===== src/rtl/sysbus_consts.svh =====
// sysbus_consts.svh: offsets, field positions, codes and counts for the request/error block
// assumes: included by bare name from the package and the design module
`ifndef SYSBUS_CONSTS_SVH
`define SYSBUS_CONSTS_SVH
`define ERR_PHASE_DLY 3
`define WIRED_ASSERT_CLKS 2'd3
`define WIRED_BACKOFF_CLKS 2'd2
`define ASZ_LSB 3
`define ASZ_BELOW_4G 2'h0
`define ASZ_4G_TO_64G 2'h1
`define ATTR_LSB 24
`define BE_LSB 8
`define SPECIAL_REQ_FIRST 5'h08
`define SPECIAL_REQ_SECOND 2'h1
`define SPC_SMI_ACK 8'h07
`define RESET_ROT_ID 2'h3
`endif


===== src/rtl/sysbus_pkg.sv =====
// sysbus_pkg.sv: types shared by the request/error block
// assumes: constants come from sysbus_consts.svh
`default_nettype none
`include "sysbus_consts.svh"
package sysbus_pkg;
  // request sampled on the bus in true (active-high) sense, parity kept at raw pin level
  typedef struct packed {
    logic strobe;
    logic [35:3] addr;
    logic [4:0] code;
    logic [1:0] parity;
  } req_t;
  // decoded view of one request
  typedef struct packed {
    logic is_mem;
    logic addr_space_ok;
    logic [4:0] mem_type_attr;
    logic [7:0] byte_lane_enable;
    logic is_special;
    logic [7:0] special_code;
    logic special_valid;
  } decode_t;
  typedef enum logic [2:0] {
    WIRE_IDLE = 3'h1,
    WIRE_DRIVE = 3'h2,
    WIRE_BACKOFF = 3'h4
  } wire_state_t;
  typedef enum logic [1:0] {
    CLK_X2 = 2'h0,
    CLK_X3 = 2'h1,
    CLK_X4 = 2'h2
  } core_ratio_t;
endpackage : sysbus_pkg
`default_nettype wire


===== src/rtl/sysbus_request_attr_error.sv =====
// sysbus_request_attr_error.sv: request-phase parity check, attribute and byte-enable decode,
// address-error drive in the error phase, wired bus-error and bus-initialize drivers.
// assumes: bus pins arrive asynchronously and are synchronised here; the initiator keeps the
// strobe for one clock and the rest of the request for two; outputs are true-sense enables.
// Function
// - upper parity covers 35:24, lower 23:3
// - parity high for even low count
// - parity error asserts address error when enabled
// - size field on code 4:3, memory only
// - 32-bit agents accept 00, 36-bit 00/01
// - attribute on second-clock 31:24, 7:3 zero
// - everything on rising bus clock edge
// - core clock ratio 2, 3 or 4
// - byte enable n validates lane n
// - special transactions carry cycle codes
// - enables undefined for reply, ack, trace
// - bus error asserted three clocks after idle
// - bus error backs off after two clocks; this driver never enters back-off, since its line_prev input is tied high
// - bus error driver configurable sources
// - bus error input never sampled
// - bus init drive three clocks, back off; this driver never enters back-off, since mine is high throughout its drive
// - bus init observation resets bus state
// - bus init ignored when observation off
// - error phase three clocks after request
`default_nettype none
`include "sysbus_consts.svh"
module sysbus_request_attr_error (
  input wire logic i_clock,
  input wire logic i_nrst,
  input wire logic i_clk_en,
  input wire logic i_req_strobe_n,
  input wire logic [35:3] i_addr_n,
  input wire logic [4:0] i_req_code_n,
  input wire logic [1:0] i_addr_parity_n,
  input wire logic i_bus_init_n,
  input wire logic i_addr_err_drive_en,
  input wire logic i_addr_36bit,
  input wire logic i_bus_err_n_drive_en,
  input wire logic i_bus_err_n_on_internal,
  input wire logic i_bus_err_n_on_initiator,
  input wire logic i_bus_err_n_on_any,
  input wire logic i_bus_init_n_drive_en,
  input wire logic i_bus_init_n_observe_en,
  input wire logic i_internal_err,
  input wire logic i_txn_err,
  input wire logic i_is_initiator,
  input wire logic i_bus_init_n_err,
  input wire sysbus_pkg::core_ratio_t i_core_ratio,
  output logic o_addr_err_oe,
  output logic o_bus_err_oe,
  output logic o_bus_init_oe,
  output logic o_internal_err_n,
  output logic o_bus_reset,
  output logic [1:0] o_rot_id,
  output logic [2:0] o_core_mult,
  output logic o_req_accept,
  output sysbus_pkg::decode_t o_decode
);
  import sysbus_pkg::*;

  // timing of one request, counted from the edge E that first sees the strobe pin low:
  //   E     strobe and first-clock pins enter sync1
  //   E+1   first clock reaches sync2; code, address and parity are kept on the next edge
  //   E+2   first_clk set while the second request clock sits in sync2
  //   E+3   decode, accept pulse and the parity verdict of both clocks are registered
  //   E+5   address-error enable drives its wire for exactly one clock
  // the two synchroniser stages are the price of taking raw pins; the error phase is
  // therefore placed relative to the synchronised strobe, not the pin itself.
  // a new request may follow every three clocks; the pipe below has one slot per clock,
  // so back-to-back requests never share an error-phase slot.
  //
  // wired lines (bus error, bus init):
  //   a cause is taken only while the line is idle and our own driver is idle
  //   a drive lasts three clocks; a cause that arrives during it is dropped
  //   bus error is never sampled, so its driver tracks only its own drive
  //   bus init is sampled through two flops, so our own assertion shows two clocks late
  //
  // observed bus init resets the request pipe and the rotating id, but leaves the
  // wired-line drivers alone so that a drive in progress still completes its length.
  //
  // limitation: the rotating id only ever holds its reset value here; the arbitration
  // that moves it lives outside this block.
  //
  // every output is a field of the state register, so all outputs leave a flop.

  typedef struct packed {
    req_t sync1;
    req_t sync2;
    logic [1:0] bus_init_n_s1;
    logic [1:0] bus_init_n_s2;
    logic bus_init_n_prev;
    logic first_clk;
    logic [4:0] code_first;
    logic [35:3] addr_first;
    logic perr_first;
    logic [`ERR_PHASE_DLY-1:0] err_pipe;
    logic addr_err;
    wire_state_t bus_err_n_st;
    logic [1:0] bus_err_n_cnt;
    wire_state_t bus_init_n_st;
    logic [1:0] bus_init_n_cnt;
    logic bus_err;
    logic bus_init;
    logic internal_err_n;
    logic bus_reset;
    logic [1:0] rot_id;
    logic [2:0] core_mult;
    logic req_accept;
    decode_t dec;
  } state_t;

  state_t state_r;
  state_t state_nxt;

  // a is true sense (one per low pin); a good parity pin is high for an even count of ones
  function automatic logic par_bad(input logic [35:3] a, input logic [1:0] p);
    par_bad = ((~^a[35:24]) != p[1]) || ((~^a[23:3]) != p[0]);
  endfunction : par_bad

  // one wired-or driver step; the same logic serves bus error and bus init
  function automatic logic [4:0] wire_step(input wire_state_t st, input logic [1:0] cnt,
                                           input logic cause, input logic line,
                                           input logic line_prev, input logic mine);
    wire_state_t ns;
    logic [1:0] nc;
    ns = st;
    nc = cnt;
    case (st)
      WIRE_IDLE: begin
        if (cause && !line) begin
          ns = WIRE_DRIVE;
          nc = `WIRED_ASSERT_CLKS - 2'd1;
        end
      end
      WIRE_DRIVE: begin
        if (line_prev == 1'b0 && line && !mine) begin
          ns = WIRE_BACKOFF;
          nc = `WIRED_BACKOFF_CLKS - 2'd1;
        end else if (cnt == 2'd0) begin
          ns = WIRE_IDLE;
        end else begin
          nc = cnt - 2'd1;
        end
      end
      WIRE_BACKOFF: begin
        if (cnt == 2'd0) begin
          ns = WIRE_IDLE;
        end else begin
          nc = cnt - 2'd1;
        end
      end
      default: begin
        ns = WIRE_IDLE;
        nc = 2'd0;
      end
    endcase
    wire_step = {ns, nc};
  endfunction : wire_step

  // decode one request from both request clocks; undefined fields are forced to zero
  function automatic decode_t decode_req(input logic [4:0] code_a, input logic [1:0] code_b,
                                         input logic [35:3] addr_b, input logic wide_space);
    decode_t d;
    logic [1:0] asz;
    logic [7:0] lanes;
    d = '0;
    asz = code_a[`ASZ_LSB+1:`ASZ_LSB];
    lanes = addr_b[`BE_LSB+7:`BE_LSB];
    d.is_mem = code_a[1:0] != 2'h0;
    // a 32-bit agent takes only the low space; reserved sizes are never ours
    d.addr_space_ok = (asz == `ASZ_BELOW_4G)
                      || (wide_space && asz == `ASZ_4G_TO_64G);
    // reserved attribute bits read as zero whatever the initiator drove
    d.mem_type_attr = {2'h0, addr_b[`ATTR_LSB+2:`ATTR_LSB]};
    d.is_special = code_a == `SPECIAL_REQ_FIRST && code_b == `SPECIAL_REQ_SECOND;
    // lanes mean data only for memory and io; reply, ack and trace leave them undefined
    if (d.is_mem || code_a[4:1] == 4'h8) begin
      d.byte_lane_enable = lanes;
    end
    if (d.is_special) begin
      d.special_code = lanes;
      d.special_valid = lanes != 8'h00 && lanes <= `SPC_SMI_ACK;
    end
    decode_req = d;
  endfunction : decode_req

  // next-state logic; sampled request is the second sync stage only
  always_comb begin
    req_t cur;
    logic bus_err_n_cause;
    logic line_bus_init_n;
    logic [4:0] bs;
    logic [4:0] is;
    cur = state_r.sync2;
    bus_err_n_cause = 1'b0;
    line_bus_init_n = 1'b0;
    bs = 5'h00;
    is = 5'h00;
    state_nxt = state_r;
    // pins are active low; all but parity invert into true sense before the first flop
    state_nxt.sync1 = '{strobe: !i_req_strobe_n, addr: ~i_addr_n, code: ~i_req_code_n,
                        parity: i_addr_parity_n};
    state_nxt.sync2 = state_r.sync1;
    state_nxt.bus_init_n_s1 = {1'b0, !i_bus_init_n};
    state_nxt.bus_init_n_s2 = state_r.bus_init_n_s1;
    line_bus_init_n = state_r.bus_init_n_s2[0];
    state_nxt.bus_init_n_prev = line_bus_init_n;
    // address is kept in true sense; the parity pins stay at their raw level
    state_nxt.first_clk = cur.strobe;
    state_nxt.req_accept = 1'b0;
    state_nxt.err_pipe = {state_r.err_pipe[`ERR_PHASE_DLY-2:0], 1'b0};
    if (cur.strobe) begin
      state_nxt.code_first = cur.code;
      state_nxt.addr_first = cur.addr;
      state_nxt.perr_first = par_bad(cur.addr, cur.parity);
    end
    // second request clock: decode both clocks together
    if (state_r.first_clk) begin
      state_nxt.dec = decode_req(state_r.code_first, cur.code[1:0], cur.addr, i_addr_36bit);
      state_nxt.req_accept = !state_nxt.dec.is_mem || state_nxt.dec.addr_space_ok;
      // error in either request clock counts
      state_nxt.err_pipe[0] = i_addr_err_drive_en
        && (state_r.perr_first || par_bad(cur.addr, cur.parity));
    end
    // strobe seen at pipe entry one cycle late, so error phase lands third clock
    state_nxt.addr_err = state_r.err_pipe[`ERR_PHASE_DLY-2];
    // bus error is only driven, its line is tracked from our own drive
    bus_err_n_cause = i_bus_err_n_drive_en && ((i_bus_err_n_on_internal && i_internal_err)
      || (i_bus_err_n_on_initiator && i_is_initiator && i_txn_err)
      || (i_bus_err_n_on_any && i_txn_err));
    bs = wire_step(state_r.bus_err_n_st, state_r.bus_err_n_cnt, bus_err_n_cause, state_r.bus_err, 1'b1, 1'b1);
    state_nxt.bus_err_n_st = wire_state_t'(bs[4:2]);
    state_nxt.bus_err_n_cnt = bs[1:0];
    state_nxt.bus_err = state_nxt.bus_err_n_st == WIRE_DRIVE;
    state_nxt.internal_err_n = !(i_bus_err_n_on_internal && i_internal_err);
    is = wire_step(state_r.bus_init_n_st, state_r.bus_init_n_cnt, i_bus_init_n_drive_en && i_bus_init_n_err,
                   line_bus_init_n, state_r.bus_init_n_prev, state_r.bus_init);
    state_nxt.bus_init_n_st = wire_state_t'(is[4:2]);
    state_nxt.bus_init_n_cnt = is[1:0];
    state_nxt.bus_init = state_nxt.bus_init_n_st == WIRE_DRIVE;
    // observed bus init clears the bus machines but not the drivers of the wired lines
    state_nxt.bus_reset = i_bus_init_n_observe_en && line_bus_init_n;
    if (state_nxt.bus_reset) begin
      state_nxt.rot_id = `RESET_ROT_ID;
      state_nxt.err_pipe = '0;
      state_nxt.first_clk = 1'b0;
      state_nxt.addr_err = 1'b0;
    end
    case (i_core_ratio)
      CLK_X2: state_nxt.core_mult = 3'h2;
      CLK_X3: state_nxt.core_mult = 3'h3;
      CLK_X4: state_nxt.core_mult = 3'h4;
      default: state_nxt.core_mult = 3'h2;
    endcase
  end

  // single state register, rising edge only, frozen by clock enable
  always_ff @(posedge i_clock) begin
    if (!i_nrst) begin
      state_r <= '0;
      state_r.bus_err_n_st <= WIRE_IDLE;
      state_r.bus_init_n_st <= WIRE_IDLE;
      state_r.internal_err_n <= 1'b1;
      state_r.rot_id <= `RESET_ROT_ID;
      state_r.core_mult <= 3'h2;
    end else if (i_clk_en) begin
      state_r <= state_nxt;
    end
  end

  assign o_addr_err_oe = state_r.addr_err;
  assign o_bus_err_oe = state_r.bus_err;
  assign o_bus_init_oe = state_r.bus_init;
  assign o_internal_err_n = state_r.internal_err_n;
  assign o_bus_reset = state_r.bus_reset;
  assign o_rot_id = state_r.rot_id;
  assign o_core_mult = state_r.core_mult;
  assign o_req_accept = state_r.req_accept;
  assign o_decode = state_r.dec;
endmodule : sysbus_request_attr_error
`default_nettype wire


===== config.mk =====
export PLATFORM = sky130hd
export DESIGN_NAME = sysbus_request_attr_error
export DESIGN_NICKNAME = d
export VERILOG_FILES = /design/src/rtl/sysbus_pkg.sv /design/src/rtl/sysbus_request_attr_error.sv
export VERILOG_INCLUDE_DIRS = /design/src /design/src/rtl
export SDC_FILE = /design/constraint.sdc
export NUM_CORES = 1
export LEC_CHECK = 0
export BUFFER_PORTS_ARGS = -buffer_cell sky130_fd_sc_hd__buf_2
export CAP_MARGIN = 10
export CORE_UTILIZATION = 60
export DETAILED_ROUTE_END_ITERATION = 10
export PLACE_DENSITY = 0.88
export SETUP_SLACK_MARGIN = 0.3
export SLEW_MARGIN = 20
export SYNTH_ARGS = -nofsm -noshare
export SYNTH_HDL_FRONTEND = slang
export SYNTH_SLANG_ARGS = --single-unit

===== constraint.sdc =====
create_clock -name i_clock -period 3.5 [get_ports i_clock]
set_input_delay 0.175 -clock i_clock [delete_from_list [all_inputs] [get_ports i_clock]]
set_output_delay 0.175 -clock i_clock [all_outputs]
set_load 0.05 [all_outputs]

==> summary.md, run 1 <==
| Metric | Value |
|---|---|
| Post-synth EDFFs | 0 |
| Final Hold Viols | 0 |
| Largest net degree at the start of global routing | 92 |
| HP Class | primary input to flop |
| Async set or reset register ratio after synthesis | 0 |
| Simple-gate portion of the synthesized area | 0.1488 |
| Yosys warns | 0 |
| Leakage | 2.925 nW |
| Critical Path AT | 2.31 ns |
| Vias per cell | 5.724 |
| CP Launch Type | primary input |
| Setup-failing EPs final | 0 |
| Chip width | 98.04 µm |
| Clock tree from TritonCTS | built |
| First-pass GRT wire length | 22230 µm |
| Initial antenna violation count | 1 |
| Library cells used by synthesis | 52 |
| Final critical-path required period | 1.982 ns |
| Compound-Gate Fraction of Synth Area | 0.1397 |
| CTS buffer count | 17 |
| Detailed-route DRC error count | 7 |
| RSZ-0062 raised after global routing | false |
| CTS sink cnt | 136 |
| GR Util All Layers | 0.2952 |
| Adder-cell share of the synthesized area | 0.002261 |
| Crit. End Element | flop |
| Slew headroom | 0.4118 |
| Fillers | 501 |
| CP required | 3.83 ns |
| Failing checks | design-rule violations |
| Layout cell share with drive strength beyond 1 | 0.1914 |
| Die Ht | 98.04 µm |
| Reg2Reg Launch Point | state_r[107] |
| FP Rows | 34 |
| Antenna viol nets, final | 0 |
| Crit path launch | i_nrst |
| Tcrit/Tclk final | 0.5663 |
| GRT overflow | 0 |
| Slew @ Worst Pin | 0.8823 ns |
| IR drop worst, VDD | 0.0004181 V |
| Routed WL | 13670 µm |
| Ports | 95 |
| Final Core Density | 0.7785 |
| Synthesized flop and latch total | 136 |
| DP HPWL | 7117 µm |
| I/O Buffers | 90 |
| Synth Instances | 588 |
| DR vias | 4631 |
| Sequential area share after synthesis | 0.4920 |
| H-tree levels | 4 |
| Max Root-Sink Buffers | 2 |
| Register area | 2723 µm² |
| Post-synth top flop | dfxtp_1 |
| Fin. max-slew vios | 0 |
| Hold Path Origin | i_core_ratio[1] |
| TNS Setup | 0 ns |
| Later-pin clock latency in the skew report | 0.51 ns |
| DR WL/cell | 16.90 µm |
| CP Class | primary input to flop |
| FMAX | 504.5 MHz |
| Post-synthesis mux area share | 0.08139 |
| Status | finished with violations |
| Drt first pass iters | 10 |
| GPL Wtd Cong | 0.7910 |
| Vias in the first global route | 4659 |
| # nets final | 747 |
| Synthesis-to-layout area growth | 23.88% |
| Multi-input logic area | 2409 µm² |
| P per Cell Area | 551.6 nW/µm² |
| Critical-path maximum fanout | 91 |
| Clock Tree Root | clkbuf_8 |
| Die ar. | 9612 µm² |
| Post-Syn Area per Cell | 9.412 µm² |
| Initial Utilization | 0.6284 |
| Post-Syn Area | 5534 µm² |
| Post-synthesis xor/xnor area fraction | 0.06037 |
| Core region area | 8806 µm² |
| Post-CTS Setup Inserts | 0 |
| CTS clk-pin slew, worst paths | 0.06 ns |
| Setup Skew | 0.006460 ns |
| Largest family of logic cells by synthesized area | simple AND/OR/NAND/NOR gates |
| Max-cap violations | 0 |
| First DRT Iteration DRCs | 285 |
layout by cell type (no fill, tap or decap), types with 5 or more instances in the layout:
cell	netlist	routed
dfxtp_1	136	136
nor2_1	120	120
buf_2	5	89
dlygate4sd3_1	0	49
mux2i_1	45	45
a211oi_1	44	44
nand2_1	30	30
xnor2_1	23	23
a21oi_1	19	19
a22oi_1	19	19
clkbuf_16	0	16
o21ai_0	9	9
nor2b_1	7	7
nor3_1	7	7
inv_1	5	5
clkinv_2	0	5
logic make-up after synthesis:
kind of cell,after synthesis
other,2
buffers and inverters,72
DFF,136
muxes,45
adders and majority gates,1
xor gates and xnor gates,31
and+or+nand+nor,190
AOI/OAI and AO/OA,111
synthesized netlist by cell type, drive strengths merged (2+ instances only):
cell type  number  area share
dfxtp         136        0.49
nor2          120       0.081
a211oi         45       0.062
mux2i          45       0.081
buf            40       0.051
nand2          30       0.020
clkbuf         25       0.019
xnor2          24       0.039
a21oi          20       0.019
a22oi          19       0.026
o21ai           9      0.0081
nor2b           7      0.0079
nor3            7      0.0063
inv             6      0.0041
and2b           4      0.0061
nand3           4      0.0036
o21a            4      0.0054
xnor3           4       0.016
and2            3      0.0034
nand2b          3      0.0034
xor2            3      0.0047
a22o            2      0.0032
a31oi           2      0.0023
and3            2      0.0023
conb            2      0.0014
nand3b          2      0.0027
o22ai           2      0.0023
o31ai           2      0.0027
or3b            2      0.0032
or4             2      0.0027
registers in the layout, indices dropped and copies added, names as in the netlist:
signal            count
o_bus_reset           1
o_core_mult           3
state_nxt            43
o_internal_err_n      1
o_decode             23
o_addr_err_oe         1
o_bus_err_oe          1
o_req_accept          1
state_r              61
o_bus_init_oe         1
per-stage QoR:
stage	worst slack [ns]	power [mW]	instances	instance area (µm²)	hold slack [ns]
6_report	1.518	3.781	809	6855	0.03179
5_1_grt	1.406	3.895	809	6855	0.05748
4_1_cts	1.629	3.762	808	6853	0.01467
3_5_place_dp	1.546	2.015	727	5781	0.3621
3_3_place_gp	1.593	1.998	727	5781	0.3586
2_1_floorplan	1.856	1.933	590	5542	0.2740
what timing repair did:
| item | in CTS | in global routing |
|---|---|---|
| endpoints found under the setup margin | 0 | 0 |
| hold buffers | 49 | 0 |
| resized for setup | 0 | 0 |
| endpoints found under the hold margin | 49 | 0 |
path summary, 6_finish.rpt:
kind                                       end  slack (ns)  cells past startpoint
worst max-delay path            state_nxt[121]        1.52                      6
worst min-delay path            o_core_mult[1]        0.03                      4
worst max register to register     state_r[46]        1.66                      5
worst min register to register     o_bus_reset        0.46                      2
metal layers:
metal	track usage	up-vias	part of all wire
met5	0	-	0
met4	0.1573	0	0.041
met3	0.07015	52	0.053
met2	0.4984	205	0.50
met1	0.3482	2174	0.41
li1	-	2200	-
final cells by class:
type / count / area share
sequential: 136 / 0.3972
multi-input combinational: 382 / 0.3513
timing repair buffer: 143 / 0.1425
clock buffer: 21 / 0.06698
tap: 108 / 0.01971
clock inverter: 11 / 0.01789
inverter: 7 / 0.004015
antenna: 1 / 0.0003650
worst max-delay path, stage by stage:
cell           delay, ns
dlygate4sd3_1       0.55
buf_2               0.22
clkinv_2            0.06
buf_4               0.34
buf_4               0.76
a211oi_1            0.16
power by group:
group / switching, mW / internal [mW] / total, mW
combinational: 0.207 / 0.186 / 0.393
sequential: 0.0500 / 1.61 / 1.66
clock: 0.658 / 1.07 / 1.73
Power figures use the tool's default switching activity.
==> inputs of run 2 (changes only) <==
Settings changed: ABC_AREA set to 1, CORE_UTILIZATION 60 to 50, PLACE_DENSITY 0.88 to 0.78.
Clock period 3.5 ns to 1.7 ns, I/O delays scaled along.
==> summary.md, run 2 <==
| Metric | Value |
|---|---|
| Status | finished clean |
| Crit path launch | state_r[84] |
| Critical Path AT | 1.95 ns |
| Chip width | 107.9 µm |
| CP Launch Type | flop |
| DP HPWL | 7470 µm |
| Die ar. | 11650 µm² |
| Antenna viol nets, final | 0 |
| CP Class | flop to flop |
| Yosys top cell area share | 0.4853 |
| WHS Endpoint | state_r[87] |
| Setup Skew | 0.005601 ns |
| # nets final | 927 |
| Initial antenna violation count | 0 |
| Max-cap violations | 0 |
| DR WL/cell | 13.31 µm |
| Placed cell count | 924 |
| First-pass GRT wire length | 21420 µm |
| Die Ht | 107.9 µm |
| Fin. max-slew vios | 0 |
| Ant. Diodes | 0 |
| CP required | 2.15 ns |
| I/O Buffers | 90 |
| CTS clk-pin slew, worst paths | 0.06 ns |
| FP Rows | 38 |
| Post-Syn Area | 5610 µm² |
| Top reg by flops | state_r |
| FMAX | 668.4 MHz |
| Flop-to-flop setup slack | 0.20 ns |
| Largest net degree at the start of global routing | 70 |
| H-tree levels | 4 |
| Finished Layout Cells | 1018 |
| Reg2Reg Launch Point | state_r[84] |
| Detailed-route DRC error count | 0 |
| Max Root-Sink Buffers | 2 |
| Critical-path maximum fanout | 6 |
| GPL Wtd Cong | 0.8256 |
| DR vias | 5239 |
| Sequential area share after synthesis | 0.4853 |
| IR drop worst, VDD | 0.0006720 V |
| First DRT Iteration DRCs | 316 |
| Reg2Reg Depth | 8 |
| Setup-failing EPs final | 0 |
| Final critical-path required period | 1.496 ns |
| Post-synth top flop | dfxtp_1 |
| CP top delay family | simple AND/OR/NAND/NOR gates |
| Vias per cell | 5.146 |
| Crit. End Element | flop |
| P per Cell Area | 1119 nW/µm² |
| Critical-path cell list | nor2_2 > inv_1 > nor3_1 > nand4_1 > nor2_4 > buf_6 > nand2_1 > a21oi_1 |
| Slew headroom | 0.6119 |
| Clock tree from TritonCTS | built |
| Commonest non-fill, non-tap cells in the layout | 113 x o21ai_0, 113 x dfxtp_1, 111 x nand2_1 |
| Hold path depth | 3 |
| Final Hold Viols | 0 |
| Layout cell share with drive strength beyond 1 | 0.2654 |
| Synth area leaders | dfxtp_1 49%, o21ai_0 10%, a21oi_1 9.0% |
| GR Util All Layers | 0.2382 |
| Post-Syn Area per Cell | 7.481 µm² |
| Slowest cell delay on critical path | 0.32 ns |
| Library cells used by synthesis | 36 |
| CTS buffer count | 17 |
| TNS Setup | 0 ns |
| Later-pin clock latency in the skew report | 0.52 ns |
| Routed WL | 13550 µm |
| Post-synth EDFFs | 0 |
| RSZ-0062 raised after global routing | true |
| Synth cell count leaders | 136 x dfxtp_1, 131 x nand2_1, 116 x o21ai_0, 101 x a21oi_1, 74 x nor2_1 |
| CP bufs+invs | 2 |
| Largest register FFs | 61 |
| Hold Path Origin | i_clk_en |
| Clock Tree Root | clkbuf_8 |
| Post-synth top area cell | dfxtp_1 |
| R2r endpoint | o_decode[0] |
| CTS sink cnt | 136 |
| Tcrit/Tclk final | 0.8801 |
| HP Class | primary input to flop |
| Synthesis-to-layout area growth | 32.96% |
| Yosys warns | 0 |
| Drt first pass iters | 5 |
| Synthesized flop and latch total | 136 |
| Synth Instances | 750 |
| Slowest CP cell | dfxtp_2 |
| Count leader, synth | dfxtp_1 |
| Vias in the first global route | 4717 |
| Ports | 95 |
| Initial Utilization | 0.5153 |
| Leakage | 3.324 nW |
| Slew @ Worst Pin | 0.5822 ns |
| GRT overflow | 0 |
| Core region area | 10890 µm² |
| Async set or reset register ratio after synthesis | 0 |
| Total power | 8.345 mW |
[run 2: worst min-delay path: cells and delay by family]
kind | cells | cell delay [ns]
compound gates | 1 | 0.09
buf+inv | 1 | 0.16
simple gates | 1 | 0.17
[run 2: logic make-up (layout without fill, tap and decap cells)]
| family | Yosys count | in the layout | share of synthesized area |
|---|---|---|---|
| simple gates | 245 | 245 | 0.1795 |
| other cells | 2 | 4 | 0.001339 |
| fa+ha+maj | 1 | 1 | 0.002230 |
| xor+xnor | 10 | 10 | 0.01561 |
| flops | 136 | 136 | 0.4853 |
| buf+inv | 129 | 255 | 0.1077 |
| compound gates | 227 | 227 | 0.2083 |
[run 2: layer usage]
metal,global-route usage,share of wire
met5,0,0
met4,0.1027,0.023
met3,0.06691,0.049
met2,0.3892,0.50
met1,0.2937,0.43
[run 2: layout make-up]
type	count	area (µm²)
flip-flops and latches	136	2764
well taps	140	175.2
clock buffers	18	427.9
repair buffers	164	1195
multi-input cells	487	2486
inverters	61	234.0
clock inverters	12	177.7
fillers	842	3428
[run 2: where the power goes]
group          leakage (nW)  switching (mW)  internal [mW]
registers              1.13           0.114           3.37
logic                  1.90           0.649          0.444
clock network         0.296            1.37           2.40
total                  3.32            2.13           6.22
[run 2: how the worst max path moves through the flow]
| stage | to | slack (ns) | depth (start not counted) |
|---|---|---|---|
| final | o_decode[0] | 0.20 | 8 |
| after global routing | o_decode[0] | 0.09 | 8 |
| after CTS | state_r[46] | 0.30 | 15 |
| after detailed placement | state_r[46] | 0.26 | 13 |
| after global placement | state_r[49] | 0.27 | 13 |
| after floorplan | state_r[37] | 0.32 | 8 |
[run 2: repair_timing]
action / in CTS / in global routing
endpoints found under the hold margin: 58 / 0
setup endpoints to repair: 5 / 24
hold buffers: 55 / 0
buffers inserted: 0 / 9
gates resized for setup: 8 / 90
pin swaps: 0 / 21
[run 2: through the flow]
stage / worst slack, ns / cell area (µm²) / hold WS (ns) / utilization
after global placement: 0.2734 / 5983 / 0.2651 / 0.5495
after global routing: 0.09203 / 7460 / 0.05307 / 0.6851
after floorplan: 0.3243 / 5618 / 0.1785 / -
after detailed placement: 0.2571 / 5983 / 0.2658 / 0.5495
after CTS: 0.3027 / 7158 / 0.008236 / 0.6574
final: 0.2039 / 7460 / 0.04649 / 0.6851
